===== config.mk =====
export PLATFORM = sky130hd
export DESIGN_NAME = audio_gain_mute_control
export DESIGN_NICKNAME = d
export VERILOG_FILES = /design/src/verilog/fader_pkg.sv /design/src/verilog/audio_gain_mute_control.sv
export VERILOG_INCLUDE_DIRS = /design/src /design/src/verilog
export SDC_FILE = /design/constraint.sdc
export NUM_CORES = 1
export LEC_CHECK = 0
export BUFFER_PORTS_ARGS = -buffer_cell sky130_fd_sc_hd__buf_4
export CAP_MARGIN = 0
export CORE_MARGIN = 10
export CORE_UTILIZATION = 62
export CTS_CLUSTER_DIAMETER = 80
export CTS_CLUSTER_SIZE = 8
export DETAILED_ROUTE_END_ITERATION = 8
export PLACE_DENSITY = 0.86
export SLEW_MARGIN = 25
export SYNTH_ARGS = -nofsm -noshare
export SYNTH_HDL_FRONTEND = slang
export SYNTH_SLANG_ARGS = --single-unit

===== constraint.sdc =====
create_clock -name core_clk -period 6.97 [get_ports core_clk]
set_clock_uncertainty 0.2 [all_clocks]
set_input_delay 1.394 -clock core_clk [delete_from_list [all_inputs] [get_ports core_clk]]
set_output_delay 1.394 -clock core_clk [all_outputs]
set_load 0.05 [all_outputs]

===== src/verilog/fader_params.svh =====
`ifndef FADER_PARAMS_SVH
`define FADER_PARAMS_SVH
// Operation
// (RULE1) Route one of four stereo sources or the mono source to the selector.
// (RULE2) First volume stage spans +20 dB to -31 dB in 1 dB steps, shared.
// (RULE3) Second volume stage attenuates 0 dB to -55 dB in 1 dB steps.
// (RULE4) Host should keep combined gain between +20 dB and -66 dB.
// (RULE5) Loudness flat at +20 dB, deepens 32 dB down to -12 dB, then holds.
// (RULE6) Loudness is switched on or off by a bus-written setting.
// (RULE7) Bass setting selects -15 dB to +15 dB at 40 Hz.
// (RULE8) Treble setting selects -12 dB to +12 dB at 15 kHz in 1.5 dB steps.
// (RULE9) Bass and treble use 3 dB coarse steps plus 1.5 dB boost or cut.
// (RULE10) Tone off disconnects tone path; send pins drive, return pins receive.
// (RULE11) Four independent output attenuators, 55 dB in 1 dB steps plus mute step.
// (RULE12) Mute on general mute bit or any attenuator at its mute step.
// (RULE13) With zero-cross mode off, general mute changes act at once.
// (RULE14) With zero-cross mode on, each channel switches at its next crossing.
// (RULE15) Left and right crossing detectors act independently.
// (RULE16) Crossing wait ends after about 100 ms; switch then follows mute bit.
// (RULE17) Every new switch-word write restarts the crossing timeout; the code restarts it only with zero-cross mode on, else clears it.
// (RULE18) Mute pin low mutes every output at once, overriding bus mutes.
// (RULE19) Mute pin state is not stored; released pin leaves bus settings ruling.
// (RULE20) Host mutes the device before removing supply.
// (RULE21) Reset forces general mute and holds the serial receiver idle.
// (RULE22) Device answers address byte 1000 0000, then register select, then data.
// (RULE23) Register select auto-increments for each further data byte.
// (RULE24) Crossing event or timeout expiry, whichever comes first, moves the switch.

// Register indexes; byte address is four times the index
`define REG_VOLUME 4'h0
`define REG_ATT_FR 4'h1
`define REG_BASS 4'h5
`define REG_TREBLE 4'h6
`define REG_SWITCH 4'h7
`define REG_STATUS 4'h8
`define REG_LAST_RW 4'h7

// Field positions
`define VOL_LOUD_BIT 6
`define SW_TONE_BIT 3
`define SW_ZCM_BIT 6
`define SW_GMU_BIT 7
`define ST_BUSY_BIT 5

// Field limits
`define VOL1_MAX_CODE 6'h33
`define LOUD_MAX_DEPTH 6'h20
`define ATT_MAX_STEP 6'h37
`define SRC_MONO 3'h4
`define BASS_MID 5'h0A
`define BASS_MAX 5'h14
`define TREB_MID 5'h08
`define TREB_MAX 5'h10
`define DEV_ADDR 8'h80

// Reset values
`define RST_VOLUME 8'h00
`define RST_ATT 8'h00
`define RST_BASS 8'h0A
`define RST_TREBLE 8'h08
`define RST_SWITCH 8'h80

// Timing
`define ZC_TIMEOUT_MS 100
`define CORE_CLK_KHZ 40000
`endif


===== src/verilog/fader_pkg.sv =====
package fader_pkg;
    typedef enum logic [3:0] {
        PH_IDLE = 4'b0001,
        PH_ADDR = 4'b0010,
        PH_SUB = 4'b0100,
        PH_DATA = 4'b1000
    } i2cPhase_t;

    typedef struct packed {
        logic [3:0] coarse;
        logic boost;
        logic cut;
    } toneStep_t;
endpackage


===== src/verilog/audio_gain_mute_control.sv =====
// Decided for this implementation: the register addresses and the APB interface to the registers.
`timescale 1ns/1ps
`include "fader_params.svh"
module audio_gain_mute_control #(
    parameter int unsigned ZcTimeoutCycles = `ZC_TIMEOUT_MS * `CORE_CLK_KHZ
) (
    // Clock and reset
    input wire logic core_clk,
    input wire logic rst,
    // APB slave
    input wire logic psel,
    input wire logic penable,
    input wire logic pwrite,
    input wire logic [7:0] paddr,
    input wire logic [31:0] pwdata,
    output logic [31:0] prdata,
    output logic pready,
    output logic pslverr,
    // Serial bus pins
    input wire logic sclLine,
    input wire logic sdaLine,
    output logic sdaDrive,
    output logic sdaOe,
    // Mute pin and crossing comparators
    input wire logic muteN,
    input wire logic zeroCrossL,
    input wire logic zeroCrossR,
    // Analog path controls
    output logic [4:0] srcSelect,
    output logic [5:0] vol1Code,
    output logic [5:0] loudnessDepth,
    output logic [3:0][5:0] outAtten,
    output logic [3:0] outMute,
    output fader_pkg::toneStep_t bassStep,
    output fader_pkg::toneStep_t trebleStep,
    output logic toneEnable,
    output logic eqSendEnable,
    output logic eqReturnEnable
);
    import fader_pkg::*;

    localparam int unsigned TmrW = $clog2(ZcTimeoutCycles + 1);
    localparam logic [TmrW-1:0] TmrLoad = TmrW'(ZcTimeoutCycles);

    //--------------------------------------------------------------
    // State
    //--------------------------------------------------------------
    typedef struct packed {
        logic [7:0][7:0] regs;
        logic [31:0] prdata;
        logic pready;
        logic pslverr;
        logic [2:0] scl;
        logic [2:0] sda;
        logic [1:0] muteS;
        logic [2:0] zcL;
        logic [2:0] zcR;
        i2cPhase_t phase;
        logic [3:0] bitCnt;
        logic [7:0] shift;
        logic [2:0] sub;
        logic sdaOe;
        logic swL;
        logic swR;
        logic pendL;
        logic pendR;
        logic [TmrW-1:0] tmr;
        logic [4:0] srcSelect;
        logic [5:0] vol1Code;
        logic [5:0] loudnessDepth;
        logic [3:0][5:0] outAtten;
        logic [3:0] outMute;
        toneStep_t bassStep;
        toneStep_t trebleStep;
        logic toneEnable;
        logic eqPinsExternal;
    } state_t;

    state_t s_q;
    state_t s_d;

    //--------------------------------------------------------------
    // Tone step split
    //--------------------------------------------------------------
    // Odd half-steps reuse the 3 dB ladder one step toward zero plus a
    // 1.5 dB element, so only one fine element is ever switched in.
    function automatic toneStep_t toneMap(input logic [4:0] code, input logic [4:0] mid,
                                          input logic [4:0] maxCode);
        logic [4:0] k;
        logic signed [5:0] v;
        logic signed [5:0] c;
        toneStep_t r;
        k = (code > maxCode) ? maxCode : code;
        v = $signed({1'b0, k}) - $signed({1'b0, mid});
        r = '0;
        if (!v[0]) begin
            c = v >>> 1;
        end else if (v > 0) begin
            c = (v - 6'sd1) >>> 1;
            r.boost = 1'b1; // see (RULE9)
        end else begin
            c = (v + 6'sd1) >>> 1;
            r.cut = 1'b1; // see (RULE9)
        end
        r.coarse = c[3:0];
        return r;
    endfunction

    //--------------------------------------------------------------
    // Event decode
    //--------------------------------------------------------------
    logic sclRise, sclFall, busStart, busStop, byteDone, ackDone, addrDone, i2cDataDone;
    logic zcEdgeL, zcEdgeR, expire, apbAccess, apbMapped, apbWr, swWr, swGmu, swZcm, curGmu, hwMute;
    logic [3:0] apbIdx;
    logic [7:0] swData;

    assign sclRise = s_q.scl[1] & ~s_q.scl[2];
    assign sclFall = ~s_q.scl[1] & s_q.scl[2];
    assign busStart = s_q.scl[1] & s_q.scl[2] & ~s_q.sda[1] & s_q.sda[2];
    assign busStop = s_q.scl[1] & s_q.scl[2] & s_q.sda[1] & ~s_q.sda[2];
    assign byteDone = (s_q.phase != PH_IDLE) & sclFall & (s_q.bitCnt == 4'h8) & ~busStart & ~busStop;
    assign ackDone = (s_q.phase != PH_IDLE) & sclFall & (s_q.bitCnt == 4'h9) & ~busStart & ~busStop;
    assign addrDone = byteDone & (s_q.phase == PH_ADDR);
    assign i2cDataDone = byteDone & (s_q.phase == PH_DATA);
    assign zcEdgeL = s_q.zcL[1] ^ s_q.zcL[2]; // see (RULE24)
    assign zcEdgeR = s_q.zcR[1] ^ s_q.zcR[2]; // see (RULE24)
    assign expire = (s_q.tmr == TmrW'(1)); // see (RULE24)
    assign apbIdx = paddr[5:2];
    assign apbMapped = (paddr[7:6] == 2'b00) && (apbIdx <= `REG_STATUS);
    assign apbAccess = psel & penable & s_q.pready;
    assign apbWr = apbAccess & pwrite & apbMapped & (apbIdx <= `REG_LAST_RW);
    // APB wins when both buses hit the switch word in one cycle
    assign swWr = (apbWr && apbIdx == `REG_SWITCH) || (i2cDataDone && {1'b0, s_q.sub} == `REG_SWITCH);
    assign swData = (apbWr && apbIdx == `REG_SWITCH) ? pwdata[7:0] : s_q.shift;
    assign swGmu = swData[`SW_GMU_BIT];
    assign swZcm = swData[`SW_ZCM_BIT];
    assign curGmu = s_q.regs[`REG_SWITCH][`SW_GMU_BIT];
    assign hwMute = ~s_q.muteS[1];

    //--------------------------------------------------------------
    // Next state
    //--------------------------------------------------------------
    always_comb begin
        s_d = s_q;
        // Synchronisers: index 0 is the first flop and feeds only index 1
        s_d.scl = {s_q.scl[1:0], sclLine};
        s_d.sda = {s_q.sda[1:0], sdaLine};
        s_d.muteS = {s_q.muteS[0], muteN};
        s_d.zcL = {s_q.zcL[1:0], zeroCrossL};
        s_d.zcR = {s_q.zcR[1:0], zeroCrossR};

        // Serial write receiver
        if (busStart) begin
            s_d.phase = PH_ADDR;
            s_d.bitCnt = 4'h0;
            s_d.sdaOe = 1'b0;
        end else if (busStop) begin
            s_d.phase = PH_IDLE;
            s_d.bitCnt = 4'h0;
            s_d.sdaOe = 1'b0;
        end else if (s_q.phase != PH_IDLE) begin
            if (sclRise && s_q.bitCnt < 4'h8) begin
                s_d.shift = {s_q.shift[6:0], s_q.sda[1]};
                s_d.bitCnt = s_q.bitCnt + 4'h1;
            end else if (byteDone) begin
                s_d.bitCnt = 4'h9;
                case (s_q.phase)
                    PH_ADDR: begin
                        // Read direction or foreign address: no acknowledge
                        if (s_q.shift == `DEV_ADDR) begin // see (RULE22)
                            s_d.sdaOe = 1'b1;
                            s_d.phase = PH_SUB;
                        end else begin
                            s_d.phase = PH_IDLE;
                        end
                    end
                    PH_SUB: begin
                        s_d.sub = s_q.shift[2:0]; // see (RULE22)
                        s_d.sdaOe = 1'b1;
                        s_d.phase = PH_DATA;
                    end
                    PH_DATA: begin
                        s_d.regs[s_q.sub] = s_q.shift;
                        s_d.sub = s_q.sub + 3'h1; // see (RULE23)
                        s_d.sdaOe = 1'b1;
                    end
                    default: begin
                        s_d.phase = PH_IDLE;
                    end
                endcase
            end else if (ackDone) begin
                s_d.sdaOe = 1'b0;
                s_d.bitCnt = 4'h0;
            end
        end

        // APB access: one wait state, data and error set on the wait cycle
        s_d.pready = psel & penable & ~s_q.pready;
        s_d.pslverr = 1'b0;
        if (psel && penable && !s_q.pready) begin
            s_d.pslverr = ~apbMapped | (pwrite & (apbIdx == `REG_STATUS));
            if (!pwrite && apbMapped) begin
                if (apbIdx == `REG_STATUS) begin
                    s_d.prdata = {26'h000_0000, s_q.phase != PH_IDLE, s_q.pendR, s_q.pendL,
                                  s_q.swR, s_q.swL, hwMute};
                end else begin
                    s_d.prdata = {24'h00_0000, s_q.regs[apbIdx[2:0]]};
                end
            end else begin
                s_d.prdata = 32'h0000_0000;
            end
        end
        if (apbWr) begin
            s_d.regs[apbIdx[2:0]] = pwdata[7:0];
        end

        // General mute switches
        if (s_q.tmr != '0) begin
            s_d.tmr = s_q.tmr - TmrW'(1);
        end
        if (swWr) begin
            if (!swZcm) begin
                s_d.swL = swGmu; // see (RULE13)
                s_d.swR = swGmu; // see (RULE13)
                s_d.pendL = 1'b0;
                s_d.pendR = 1'b0;
                s_d.tmr = '0;
            end else begin
                s_d.pendL = 1'b1; // see (RULE14)
                s_d.pendR = 1'b1; // see (RULE14)
                s_d.tmr = TmrLoad; // see (RULE17)
            end
        end else begin
            if (s_q.pendL && (zcEdgeL || expire)) begin // see (RULE15)
                s_d.swL = curGmu; // see (RULE16)
                s_d.pendL = 1'b0;
            end
            if (s_q.pendR && (zcEdgeR || expire)) begin // see (RULE15)
                s_d.swR = curGmu; // see (RULE16)
                s_d.pendR = 1'b0;
            end
            if (!s_d.pendL && !s_d.pendR) begin
                s_d.tmr = '0;
            end
        end

        // Analog path controls
        s_d.srcSelect = 5'h00;
        if (s_q.regs[`REG_SWITCH][2:0] >= `SRC_MONO) begin
            s_d.srcSelect[4] = 1'b1; // see (RULE1)
        end else begin
            s_d.srcSelect[s_q.regs[`REG_SWITCH][1:0]] = 1'b1; // see (RULE1)
        end
        // Code n gives 20 - n dB, shared by both channels
        s_d.vol1Code = (s_q.regs[`REG_VOLUME][5:0] > `VOL1_MAX_CODE) ?
                       `VOL1_MAX_CODE : s_q.regs[`REG_VOLUME][5:0]; // see (RULE2)
        if (!s_q.regs[`REG_VOLUME][`VOL_LOUD_BIT]) begin // see (RULE6)
            s_d.loudnessDepth = 6'h00;
        end else if (s_q.regs[`REG_VOLUME][5:0] >= `LOUD_MAX_DEPTH) begin
            s_d.loudnessDepth = `LOUD_MAX_DEPTH; // see (RULE5)
        end else begin
            s_d.loudnessDepth = s_q.regs[`REG_VOLUME][5:0]; // see (RULE5)
        end
        // Outputs 0..3: front right, front left, rear right, rear left
        for (int i = 0; i < 4; i++) begin
            s_d.outAtten[i] = s_q.regs[i + 1][5:0]; // see (RULE3) see (RULE11)
            s_d.outMute[i] = hwMute // see (RULE18) see (RULE19)
                           | (s_q.regs[i + 1][5:0] > `ATT_MAX_STEP) // see (RULE12)
                           | (i[0] ? s_q.swL : s_q.swR); // see (RULE12)
        end
        s_d.bassStep = toneMap(s_q.regs[`REG_BASS][4:0], `BASS_MID, `BASS_MAX); // see (RULE7)
        s_d.trebleStep = toneMap(s_q.regs[`REG_TREBLE][4:0], `TREB_MID, `TREB_MAX); // see (RULE8)
        s_d.toneEnable = s_q.regs[`REG_SWITCH][`SW_TONE_BIT];
        s_d.eqPinsExternal = ~s_q.regs[`REG_SWITCH][`SW_TONE_BIT]; // see (RULE10)

        // Synchronous reset: forced mute, receiver idle
        if (rst) begin
            s_d = '0;
            s_d.regs[`REG_VOLUME] = `RST_VOLUME;
            for (int i = 1; i < 5; i++) begin
                s_d.regs[i] = `RST_ATT;
            end
            s_d.regs[`REG_BASS] = `RST_BASS;
            s_d.regs[`REG_TREBLE] = `RST_TREBLE;
            s_d.regs[`REG_SWITCH] = `RST_SWITCH; // see (RULE21)
            s_d.phase = PH_IDLE; // see (RULE21)
            s_d.scl = 3'h7;
            s_d.sda = 3'h7;
            s_d.muteS = 2'h3;
            s_d.swL = 1'b1;
            s_d.swR = 1'b1;
            s_d.srcSelect = 5'h01;
            s_d.outMute = 4'hF;
            s_d.bassStep = toneMap(5'(`RST_BASS), `BASS_MID, `BASS_MAX);
            s_d.trebleStep = toneMap(5'(`RST_TREBLE), `TREB_MID, `TREB_MAX);
            s_d.eqPinsExternal = 1'b1;
        end
    end
    always_ff @(posedge core_clk) begin
        s_q <= s_d;
    end
    //--------------------------------------------------------------
    // Outputs
    //--------------------------------------------------------------
    assign prdata = s_q.prdata;
    assign pready = s_q.pready;
    assign pslverr = s_q.pslverr;
    // Open-drain: only ever pulls low
    assign sdaDrive = 1'b0;
    assign sdaOe = s_q.sdaOe;
    assign srcSelect = s_q.srcSelect;
    assign vol1Code = s_q.vol1Code;
    assign loudnessDepth = s_q.loudnessDepth;
    assign outAtten = s_q.outAtten;
    assign outMute = s_q.outMute;
    assign bassStep = s_q.bassStep;
    assign trebleStep = s_q.trebleStep;
    assign toneEnable = s_q.toneEnable;
    assign eqSendEnable = s_q.eqPinsExternal;
    assign eqReturnEnable = s_q.eqPinsExternal;
endmodule


==> results of run 1 <==
[layout by cell type (no fill, tap or decap), types with 11 or more instances in the layout]
cell type  Yosys  layout
dfxtp_1      193     193
nor2_1       116     116
nand2_1      107     107
buf_4         93      95
mux2i_1       48      48
a21oi_1       45      45
nor2b_1       44      44
a211oi_1      43      43
nor3_1        29      29
a311oi_1      25      25
conb_1         1      25
clkbuf_16      0      17
nand3_1       16      16
mux4_2        15      15
ha_1          13      13
or2_2         12      12
o21ai_0       12      12
inv_1         11      11
[per-stage QoR]
step	worst slack, ns	power [uW]	area [sq um]
after floorplan	3.42	1230	9650
after global placement	3.15	1240	9640
after detailed placement	3.08	1240	9640
after CTS	3.12	2220	10300
after global routing	2.94	2270	10300
final	3.10	2220	10300
[cell usage after synthesis, types with 3 or more instances]
master / n / area share, %
a311oi_1: 25 / 2.3
buf_2: 9 / 0.47
ha_1: 13 / 1.7
nor3b_1: 3 / 0.24
and2_1: 10 / 0.65
and4_1: 5 / 0.46
o21a_1: 6 / 0.47
o211ai_1: 10 / 0.79
a211oi_1: 43 / 3.4
or3_1: 9 / 0.59
nor4_1: 10 / 0.65
mux4_2: 15 / 3.5
dfxtp_1: 193 / 40
a22oi_1: 3 / 0.24
or2_2: 12 / 0.79
a21boi_0: 3 / 0.24
inv_1: 11 / 0.43
nor2_1: 116 / 4.6
xnor2_1: 10 / 0.92
nand3b_1: 3 / 0.24
nand2b_1: 10 / 0.65
clkbuf_1: 43 / 1.7
nor2b_1: 44 / 2.9
buf_4: 93 / 7.3
nand4_1: 7 / 0.46
nor3_1: 29 / 1.5
o21bai_1: 6 / 0.47
mux2_2: 3 / 0.35
nand3_1: 16 / 0.84
buf_1: 8 / 0.31
mux2i_1: 48 / 5.0
a21oi_2: 8 / 0.73
o21ai_0: 12 / 0.63
o21ai_1: 9 / 0.47
and3_1: 6 / 0.39
nand2_1: 107 / 4.2
nor4b_1: 3 / 0.28
nor2_8: 3 / 0.63
a21oi_1: 45 / 2.4
xor2_1: 5 / 0.46
[where the power goes]
| group | internal (uW) | total (uW) | switching, uW |
|---|---|---|---|
| Clock | 551 | 1000 | 454 |
| Sequential | 1110 | 1110 | 4.54 |
| Combinational | 26.5 | 104 | 77.6 |
| Total | 1680 | 2220 | 536 |
[worst max path at each step]
stage | to | slack [ns] | cells after the start
after global routing | bassStep[5] | 2.94 | 12
after detailed placement | s_q[60] | 3.08 | 6
after CTS | bassStep[5] | 3.12 | 12
final | bassStep[5] | 3.10 | 12
after global placement | s_q[60] | 3.15 | 6
after floorplan | bassStep[5] | 3.42 | 12
[cell families after synthesis]
group                    count (synthesis)  share of synthesized area [%]
AND/OR/NAND/NOR                        414                           22.8
AO/OA/AOI/OAI                          195                           14.3
flip-flops                             193                           40.4
buffers and inverters                  166                           10.4
multiplexers                            66                           8.92
XOR/XNOR                                15                           1.37
adder cells (fa/ha/maj)                 13                           1.70
other                                    1                         0.0392
[routing by layer]
| metal | vias to the layer above | share of wire (%) |
|---|---|---|
| li1 | 3615 | - |
| met1 | 3569 | 41 |
| met5 | - | 0.089 |
| met3 | 72 | 9.1 |
| met4 | 2 | 3.5 |
| met2 | 361 | 47 |
[layout make-up]
type | instances | share of cell area [%]
Antenna cell | 1 | 0.0244
Clock buffer | 18 | 4.28
Clock inverter | 14 | 1.70
Inverter | 11 | 0.402
Multi-Input combinational cell | 728 | 46.7
Sequential cell | 193 | 37.7
Tap cell | 188 | 2.29
Timing Repair Buffer | 95 | 6.95
[state kept, by name, summed over array words and instances (netlist names)]
name            flops
prdata              8
pslverr             1
srcSelect           5
outMute             4
sdaOe               1
trebleStep          6
toneEnable          1
eqReturnEnable      1
outAtten           24
s_q               122
loudnessDepth       6
curGmu              1
vol1Code            6
bassStep            6
pready              1
[worst max-delay path: stages, from the launching register on]
cell,delay (ns)
dfxtp_1,0.40
or2_2,0.35
a21o_1,0.17
ha_1,0.32
nor4b_2,0.27
a21oi_1,0.14
or2_2,0.37
ha_1,0.34
o21a_1,0.22
o21a_1,0.20
o22a_1,0.19
or4_1,0.46
a21oi_1,0.16
==> results by group, run 1 <==
Run status
  • Outcome: complete, no violations

Cells and area
  • Share of layout cells above drive strength 1: 17.5%
  • Filler cell count: 1170
  • Area occupied by multi-input gates: 4790 sq um
  • Finished Core Util: 67.7%
  • Fin cells: 1248
  • Nets: 1109
  • Sequential cell area: 3860 sq um
  • Synth-to-layout area growth: 7.36%

Timing
  • # setup viols final: 0
  • RSZ-0062 raised after global routing: no
  • Achievable clock frequency: 0.258 GHz
  • Slew headroom: 45.4%
  • Fin crit share: 55.5%
  • Final Hold Slack: 0.210 ns
  • Fin crit period: 3.87 ns
  • Slew Limit Fails: 0
  • Setup TNS: 0 ns
  • Final hold vios: 0
  • Worst slew pin tran: 0.816 ns

Hold path
  • Hold_sp: s_q[116]
  • Hold Path End: s_q[117]
  • Hold Path Depth: 1
  • Worst hold path class: flip-flop to flip-flop

Global routing
  • Global-route wire length before repair: 35800 um
  • Met3 Use GR: 4.76%
  • Global route hottest layer: met2
  • GR Util met2: 34.3%
  • Met1 Resource Use GR: 26.5%
  • Vias in the first global route: 7028
  • Largest net degree at the start of global routing: 80
  • Antenna violations before repair: 1
  • Overflow after GRT: 0
  • GRT Overall Usage: 21.4%

Synthesis
  • Asr flop ratio synth: 0%
  • Flops & latches, synth: 193
  • Mapped Area: 9560 sq um
  • Sequential area share after synthesis: 40.4%
  • Syn avg cell area: 8.99 sq um
  • Post-synth EDFFs: 0
  • Synth Flop Type: dfxtp_1
  • Synthesized instance count: 1063
  • Synth cell types: 80
  • YS warnings: 0

Setup path
  • Register-to-Register Path Depth: 12
  • Crit Path Class: flip-flop to flip-flop
  • Startpoint types: flip-flop
  • Critical Path Sink Type: flip-flop
  • CP Max Fanout: 6
  • Crit path DAT: 4.03 ns
  • Crit path launch: s_q[195]
  • R2r setup slk: 3.10 ns
  • Reg-to-Reg End: bassStep[5]
  • WP data required: 7.13 ns
  • Worst reg2reg path startpoint: s_q[195]

Placed design
  • DP Cell Count: 1215
  • Routability Congestion: 0.885
  • Dpl hpwl: 15400 um
  • PortBufs: 94

Route
  • DRC violations left: 0
  • Vias post-DR: 7619
  • Vias/cell: 6.10
  • Antenna Nets Post-Route: 0
  • Routed wire per std cell: 18.0 um
  • Initial DRC count: 835
  • Final wirelength: 22500 um
  • DR pass1 iterations: 5

Die
  • I/O pin count: 146
  • Starting Density: 63.1%
  • Die span in y: 144 um
  • Row count: 45
  • Die width: 144 um
  • Placeable core area: 15100 sq um
  • Die area: 20800 sq um

Clock tree
  • Cts hold-fix bufs: 0
  • Clk sinks: 193
  • Reg clk slew, reported paths: 0.07 ns
  • CTS tree: built
  • Maximum clock path buffer count: 2
  • Buffer count from post-CTS setup fixing: 0
  • Clock root cell: clkbuf_16
  • H-tree depth: 4
  • CTS buffer count: 17
  • Skew-Pair Late Insertion Delay: 0.44 ns
  • Post-CTS resize count: 0

Power
  • P per Cell Area: 216 nW/um^2
  • Max IR drop VDD: 165 uV
  • P_leak: 0.00411 uW

Run
  • Max Cap Viol: 0
(Power assumes the default switching activity.)
==> run 2: changes to the inputs <==
--- a/config.mk
+++ b/config.mk
@@ -6,14 +6,15 @@
 export SDC_FILE = /design/constraint.sdc
 export NUM_CORES = 1
 export LEC_CHECK = 0
+export ABC_AREA = 1
 export BUFFER_PORTS_ARGS = -buffer_cell sky130_fd_sc_hd__buf_4
 export CAP_MARGIN = 0
 export CORE_MARGIN = 10
-export CORE_UTILIZATION = 62
+export CORE_UTILIZATION = 58
 export CTS_CLUSTER_DIAMETER = 80
 export CTS_CLUSTER_SIZE = 8
 export DETAILED_ROUTE_END_ITERATION = 8
-export PLACE_DENSITY = 0.86
+export PLACE_DENSITY = 0.81
 export SLEW_MARGIN = 25
 export SYNTH_ARGS = -nofsm -noshare
 export SYNTH_HDL_FRONTEND = slang
==> constraint.sdc (replaced) <==
create_clock -name core_clk -period 4 [get_ports core_clk]
set_clock_uncertainty 0.2 [all_clocks]
set_input_delay 0.8 -clock core_clk [delete_from_list [all_inputs] [get_ports core_clk]]
set_output_delay 0.8 -clock core_clk [all_outputs]
set_load 0.05 [all_outputs]
==> run 2 against run 1 <==
Hold slack improved by 0.0011 ns. Non-clock buffer count rose by 4. Clock-buffer cell count up 2. Cell area increased by 4.7%. Highest routed layer is now met4.
==> results by group, run 2 <==
Power
  • Internal power: 2990 uW (+78%)
  • Sw Ratio: 24.0% (-0.11 points)
  • Max IR drop VDD: 397 uV (+140%)
  • Sw Pwr: 946 uW (+77%)
  • Logic pwr share: 6.0% (+1.3 points)
  • P per Cell Area: 367 nW/um^2 (+69%)
  • P_leak: 0.00545 uW (+33%)
  • Sequential share of power: 49.2% (-0.9 points)
  • Clock power frac: 44.8% (-0.5 points)

Cells and area
  • Synth-to-layout area growth: 8.37%
  • Nets: 1464 (+32%)
  • Finished Core Util: 64.5% (-3.2 points)
  • Share of layout cells above drive strength 1: 11.8% (-5.7 points)
  • Max reg flops: 122 (unchanged)
  • Biggest register: s_q
  • Most common cell after layout, fill and taps aside: nand2_1
  • Filler cell count: 1449 (+24%)
  • Sequential cell area: 3860 sq um (unchanged)
  • Final antenna diode count: 0 (-1)
  • Area occupied by multi-input gates: 4410 sq um (-7.9%)
  • Most frequent cells in the layout: nand2_1, inv_1, dfxtp_1, nor2_1, o21ai_0

Route
  • Routed wire per std cell: 16.0 um (-11%)
  • Antenna Nets Post-Route: 0 (unchanged)
  • Final wirelength: 26100 um (+16%)
  • Initial DRC count: 881 (+5.5%)
  • Met2 WL: 12300 um (+16%)
  • Top Layer Used: met4
  • Vias post-DR: 8955 (+18%)
  • DR pass1 iterations: 5 (unchanged)
  • DRC violations left: 0 (unchanged)
  • Vias/cell: 5.48 (-10%)
  • Metal3 WL: 2640 um (+29%)
  • Met1 Wirelength: 10600 um (+16%)

Synthesis
  • Largest area contributor in the netlist: dfxtp_1
  • YS warnings: 0 (unchanged)
  • Flops & latches, synth: 193 (unchanged)
  • Mapped Area: 9910 sq um (+3.7%)
  • Post-synth EDFFs: 0 (unchanged)
  • Syn avg cell area: 7.11 sq um (-21%)
  • Asr flop ratio synth: 0% (unchanged)
  • Synth top cells by count: nand2_1, inv_1, dfxtp_1
  • Synth Flop Type: dfxtp_1
  • Area share of the largest cell type after synthesis: 39.0% (-1.5 points)
  • Count leader, synth: nand2_1
  • Sequential area share after synthesis: 39.0% (-1.5 points)
  • Synth cell types: 44 (-45%)
  • Synthesized instance count: 1395 (+31%)
  • Synth top area cells: dfxtp_1, nand2_1, inv_1, buf_4, o21ai_0

Setup path
  • Crit Path Class: flip-flop to flip-flop
  • Critical Path Stages: 21 (+9)
  • Cell mode on critical path: nand2_1
  • Register-to-Register Path Depth: 21 (+9)
  • Critical-path top delay cell: dfxtp_1
  • CP Max Fanout: 6 (unchanged)
  • Cell family with most CP delay: simple AND/OR/NAND/NOR gates
  • CP peak stage delay: 0.45 ns (about the same)
  • Startpoint types: flip-flop
  • Critical Path Sink Type: flip-flop
  • Crit path DAT: 3.08 ns (-0.95 ns)
  • Sequence of cells on the critical path: nand2_1, nand3_1, ha_1, inv_1, nand2_1, nor2_1, inv_1, nor2_1, nor2_1, ha_1, nand2_1, inv_1, nand4_1, nand2_1, nand2_1, nand2_1, nand2_1, nand3_1, nand2_1, inv_1, nor2_1
  • Crit path buffers/inverters: 4 (+4)
  • WP data required: 4.14 ns (-2.99 ns)

Timing
  • Slew Limit Fails: 0 (unchanged)
  • Achievable clock frequency: 0.341 GHz (+32%)
  • RSZ-0062 raised after global routing: no
  • Final hold vios: 0 (unchanged)
  • Final Hold Slack: 0.211 ns (+0.00113 ns)
  • # setup viols final: 0 (unchanged)
  • Fin crit share: 73.3% (+18 points)
  • Slew headroom: 50.6% (+5.2 points)
  • Fin crit period: 2.93 ns (-0.937 ns)
  • Worst slew pin tran: 0.739 ns (-0.0772 ns)
  • Setup TNS: 0 ns (unchanged)

Hold path
  • Hold Path Depth: 1 (unchanged)
  • Worst hold path class: flip-flop to flip-flop

Clock tree
  • Cts hold-fix bufs: 0 (unchanged)
  • Reg clk slew, reported paths: 0.07 ns (about the same)
  • Clock root cell: clkbuf_16
  • CTS buffer count: 17 (unchanged)
  • CTS tree: built
  • H-tree depth: 4 (unchanged)
  • Maximum clock path buffer count: 2 (unchanged)
  • Clk sinks: 193 (unchanged)
  • Buffer count from post-CTS setup fixing: 0 (unchanged)
  • Skew-Pair Late Insertion Delay: 0.44 ns (about the same)
  • Post-CTS resize count: 0 (unchanged)

Global routing
  • GRT Overall Usage: 22.5% (+1.1 points)
  • Global-route wire length before repair: 41000 um (+15%)
  • Antenna violations before repair: 0 (-1)
  • Largest net degree at the start of global routing: 60 (-25%)
  • Overflow after GRT: 0 (unchanged)
  • Vias in the first global route: 8055 (+15%)

Placed design
  • Routability Congestion: 0.959 (+8.3%)
  • PortBufs: 94 (unchanged)
  • Dpl hpwl: 18400 um (+20%)

Run
  • Max Cap Viol: 0 (unchanged)

Die
  • Placeable core area: 16600 sq um (+9.9%)
  • I/O pin count: 146 (unchanged)
  • Die width: 151 um (+4.6%)
  • Row count: 47 (+4.4%)
  • Die span in y: 151 um (+4.6%)
  • Die area: 22700 sq um (+9.3%)
  • Starting Density: 59.6% (-3.5 points)

Run status
  • Outcome: complete, no violations
## run 2: cell count changes after synthesis, moves of 18 or more
| cell | delta |
|---|---|
| a311oi_1 | -25 |
| nand3_1 | +64 |
| o21bai_1 | +23 |
| a21oi_1 | +20 |
| mux2i_1 | -48 |
| nor2b_1 | -44 |
| inv_1 | +203 |
| o21ai_0 | +105 |
| nand2_1 | +131 |
| o211ai_1 | +42 |
| a211oi_1 | -42 |
| clkbuf_1 | -18 |
## run 2: path summary, 6_finish.rpt
kind	slack (ns)	startpoint	end
worst min-delay path	0.21	s_q[111]	s_q[112]
worst max register to register	1.07	s_q[197]	bassStep[5]
worst min register to register	0.21	s_q[111]	s_q[112]
worst max-delay path	1.07	s_q[197]	bassStep[5]
## run 2: layout make-up
| cell class | count | share of cell area (%) |
|---|---|---|
| multi-input cells | 868 | 41.1 |
| flip-flops and latches | 193 | 36.0 |
| inverters | 222 | 7.76 |
| repair buffers | 99 | 7.04 |
| clock buffers | 20 | 4.16 |
| well taps | 220 | 2.56 |
| clock inverters | 11 | 1.44 |
## run 2: worst register-to-register path, cell delays in order (launching register included)
cell,delay (ns)
dfxtp_1,0.45
nand2_1,0.19
nand3_1,0.16
ha_1,0.26
inv_1,0.08
nand2_1,0.05
nor2_1,0.11
inv_1,0.05
nor2_1,0.08
nor2_1,0.10
ha_1,0.35
nand2_1,0.07
inv_1,0.05
nand4_1,0.08
nand2_1,0.13
nand2_1,0.08
nand2_1,0.06
nand2_1,0.06
nand3_1,0.09
nand2_1,0.05
inv_1,0.05
nor2_1,0.04
## run 2: power groups by stage
stage	sequential (uW)	clock, uW	combinational [uW]
floorplan	1980	0	176
global placement	1980	0	227
detailed placement	1980	0	229
CTS	1940	1770	231
global route	1940	1840	252
finish	1940	1760	236
## run 2: cells by family (layout without fill, tap and decap cells)
| kind of cell | after synthesis | count (layout) | share of synthesized area, % |
|---|---|---|---|
| compound gates | 275 | 275 | 16.2 |
| xor+xnor | 17 | 17 | 1.50 |
| other cells | 1 | 25 | 0.0378 |
| buf+inv | 358 | 352 | 17.4 |
| simple gates | 538 | 538 | 24.2 |
| fa+ha+maj | 13 | 13 | 1.64 |
| flops | 193 | 193 | 39.0 |
## run 2: per-stage QoR
| step | cell area, sq um | setup WS, ns | total power (uW) | instances |
|---|---|---|---|---|
| 2_1_floorplan | 10000 | 1.42 | 2160 | 1419 |
| 3_3_place_gp | 10100 | 1.07 | 2210 | 1602 |
| 3_5_place_dp | 10100 | 1.06 | 2210 | 1602 |
| 4_1_cts | 10700 | 1.10 | 3940 | 1633 |
| 5_1_grt | 10700 | 0.841 | 4030 | 1633 |
| 6_report | 10700 | 1.07 | 3940 | 1633 |
## run 2: per-layer routing
layer  track usage [%]  vias up
met5                 0        -
met4              8.04        0
met3              4.44       49
met2              37.1      450
met1              28.6     4081
li1                  -     4375
==> run 3: changes to the inputs <==
--- a/config.mk
+++ b/config.mk
@@ -10,11 +10,11 @@
 export BUFFER_PORTS_ARGS = -buffer_cell sky130_fd_sc_hd__buf_4
 export CAP_MARGIN = 0
 export CORE_MARGIN = 10
-export CORE_UTILIZATION = 58
+export CORE_UTILIZATION = 52
 export CTS_CLUSTER_DIAMETER = 80
 export CTS_CLUSTER_SIZE = 8
 export DETAILED_ROUTE_END_ITERATION = 8
-export PLACE_DENSITY = 0.81
+export PLACE_DENSITY = 0.77
 export SLEW_MARGIN = 25
 export SYNTH_ARGS = -nofsm -noshare
 export SYNTH_HDL_FRONTEND = slang
==> constraint.sdc (replaced) <==
create_clock -name core_clk -period 2.5 [get_ports core_clk]
set_clock_uncertainty 0.2 [all_clocks]
set_input_delay 0.5 -clock core_clk [delete_from_list [all_inputs] [get_ports core_clk]]
set_output_delay 0.5 -clock core_clk [all_outputs]
set_load 0.05 [all_outputs]
==> run 3 against run 2 <==
The flow now finishes with violations (negative setup slack). Via count increased by 0.79%. Total power is 62% higher. Cell area is 4.5% higher. Global-route usage down 1.3 points.
==> results by group, run 3 (synthesized netlist as in run 2, its figures left out) <==
Power
  • Sw Pwr: 1550 uW (+63%)
  • Max IR drop VDD: 430 uV (+8.4%)
  • Logic pwr share: 6.1% (about the same)
  • Sw Ratio: 24.2% (+0.18 points)
  • Sequential share of power: 48.5% (-0.7 points)
  • Clock power frac: 45.4% (+0.6 points)
  • P per Cell Area: 568 nW/um^2 (+55%)
  • Internal power: 4840 uW (+62%)
  • P_leak: 0.00567 uW (+4.0%)

Setup path
  • Startpoint types: flip-flop
  • CP peak stage delay: 0.36 ns (-0.09 ns)
  • Critical-path top delay cell: dfxtp_4
  • CP Max Fanout: 3 (-3)
  • WP data required: 2.64 ns (-1.50 ns)
  • Crit path DAT: 2.76 ns (-0.32 ns)
  • Crit Path Class: flip-flop to flip-flop
  • Sequence of cells on the critical path: nand2_4, nand3_4, ha_4, inv_2, nand2_2, nor2_2, inv_1, nor2_2, nor2_4, buf_4, ha_1, a21oi_1, nand2_1, nand3_1, nand2_1, inv_1, nor2_1
  • Critical Path Sink Type: flip-flop

Cells and area
  • Biggest register: s_q
  • Share of layout cells above drive strength 1: 16.1% (+4.3 points)
  • Max reg flops: 122 (unchanged)
  • Final antenna diode count: 0 (unchanged)
  • Cell area after layout: 11200 sq um (+4.5%)
  • Most common cell after layout, fill and taps aside: nand2_1
  • Synth-to-layout area growth: 13.3%
  • Most frequent cells in the layout: nand2_1, inv_1, dfxtp_1, buf_4, nor2_1
  • Nets: 1507 (+2.9%)

Timing
  • Final Hold Slack: 0.0488 ns (-0.162 ns)
  • Slew Limit Fails: 0 (unchanged)
  • Fin crit period: 2.62 ns (-0.311 ns)
  • RSZ-0062 raised after global routing: yes
  • Setup TNS: -0.267 ns (-0.267 ns)
  • Fin crit share: 105% (+32 points)
  • Achievable clock frequency: 0.381 GHz (+12%)
  • # setup viols final: 3 (+3)
  • Final hold vios: 0 (unchanged)
  • Slack of the critical path: -0.123 ns (-1.19 ns)

Global routing
  • Antenna violations before repair: 0 (unchanged)
  • GRT Overall Usage: 21.2% (-1.3 points)
  • Global-route wire length before repair: 41900 um (+2.1%)
  • Overflow after GRT: 0 (unchanged)
  • Largest net degree at the start of global routing: 93 (+55%)
  • Vias in the first global route: 8251 (+2.4%)

Clock tree
  • Maximum clock path buffer count: 2 (unchanged)
  • CTS buffer count: 17 (unchanged)
  • H-tree depth: 4 (unchanged)
  • Skew-Pair Late Insertion Delay: 0.44 ns (about the same)
  • CTS tree: built
  • Reg clk slew, reported paths: 0.07 ns (about the same)
  • Cts hold-fix bufs: 0 (unchanged)
  • Clk sinks: 193 (unchanged)
  • Clock root cell: clkbuf_16

Route
  • DR pass1 iterations: 5 (unchanged)
  • Antenna Nets Post-Route: 0 (unchanged)
  • DRC violations left: 0 (unchanged)
  • Initial DRC count: 761 (-14%)
  • Routed wire per std cell: 15.9 um (-0.48%)
  • Final wirelength: 26900 um (+3.1%)
  • Vias/cell: 5.34 (-2.7%)
  • Vias post-DR: 9026 (+0.79%)

Die
  • Placeable core area: 18700 sq um (+12%)
  • Die width: 158 um (+4.9%)
  • Row count: 50 (+6.4%)
  • Die area: 25000 sq um (+10%)
  • Die span in y: 158 um (+4.9%)
  • Starting Density: 53.0% (-6.6 points)
  • I/O pin count: 146 (unchanged)

Placed design
  • Dpl hpwl: 19300 um (+4.8%)
  • PortBufs: 94 (unchanged)
  • Routability Congestion: 0.916 (-4.5%)
  • Placement Cell Area: 10500 sq um (+3.1%)

Hold path
  • Worst hold path class: input port to flip-flop

Run
  • Max Cap Viol: 0 (unchanged)

Run status
  • Outcome: finished with violations
  • Violated checks: negative setup slack
[run 3: cell count changes in the layout (fill, tap and decap cells not counted), moves of 3 or more]
cell,change
buf_4,+43
ha_1,-3
ha_4,+3
inv_1,-5
inv_2,+5
nand2_1,-7
nand2_2,+6
nor2_1,-4
nor2_4,+3
[run 3: cell type report]
cell class / count / area [sq um]
Fill cell: 1728 / 7480
Multi-Input combinational cell: 868 / 4520
Sequential cell: 193 / 3870
Timing Repair Buffer: 142 / 1080
Inverter: 222 / 833
Clock buffer: 20 / 457
Tap cell: 234 / 293
Clock inverter: 12 / 169
[run 3: worst max-delay path: cells and delay by family (launching register included)]
kind / cells / cell delay, ns
and+or+nand+nor: 10 / 0.86
adders and majority gates: 2 / 0.56
AOI/OAI and AO/OA: 1 / 0.17
buffers and inverters: 4 / 0.35
DFF: 1 / 0.36
[run 3: power by group through the flow]
| stage | combinational (uW) | clock, uW | sequential, uW |
|---|---|---|---|
| final | 388 | 2900 | 3100 |
| after global routing | 416 | 3050 | 3100 |
| after CTS | 379 | 2930 | 3100 |
| after detailed placement | 378 | 0 | 3170 |
| after global placement | 375 | 0 | 3170 |
| after floorplan | 282 | 0 | 3170 |
[run 3: worst paths after layout]
path,cells past startpoint,startpoint,to,slack (ns)
setup / recovery,17,s_q[196],bassStep[5],-0.12
hold / removal,2,sclLine,s_q[116],0.05
setup reg to reg,17,s_q[196],bassStep[5],-0.12
hold reg to reg,1,s_q[113],s_q[114],0.21
[run 3: through the flow]
step                total power [uW]  util, %  cells  worst slack (ns)
floorplan                       3450        -   1419          0.000396
global placement                3550     55.9   1655           -0.0256
detailed placement              3550     55.9   1655           -0.0923
CTS                             6410     59.4   1687           -0.0390
global route                    6560     60.0   1691            -0.284
finish                          6380     60.0   1691            -0.123
[run 3: per-layer routing]
layer	routed length (um)	share of wire, %	vias to the layer above	global-route usage [%]
met5	0	0	-	0
met4	641	2.4	0	7.63
met3	2500	9.3	43	5.05
met2	12500	47	357	34.0
met1	11200	42	4158	27.1
li1	-	-	4468	-
[run 3: timing repair]
action                                  in CTS  in global routing
pin swaps                                    4                 13
buffers inserted                             0                  4
endpoints found under the setup margin       3                  8
resized for setup                            8                 21
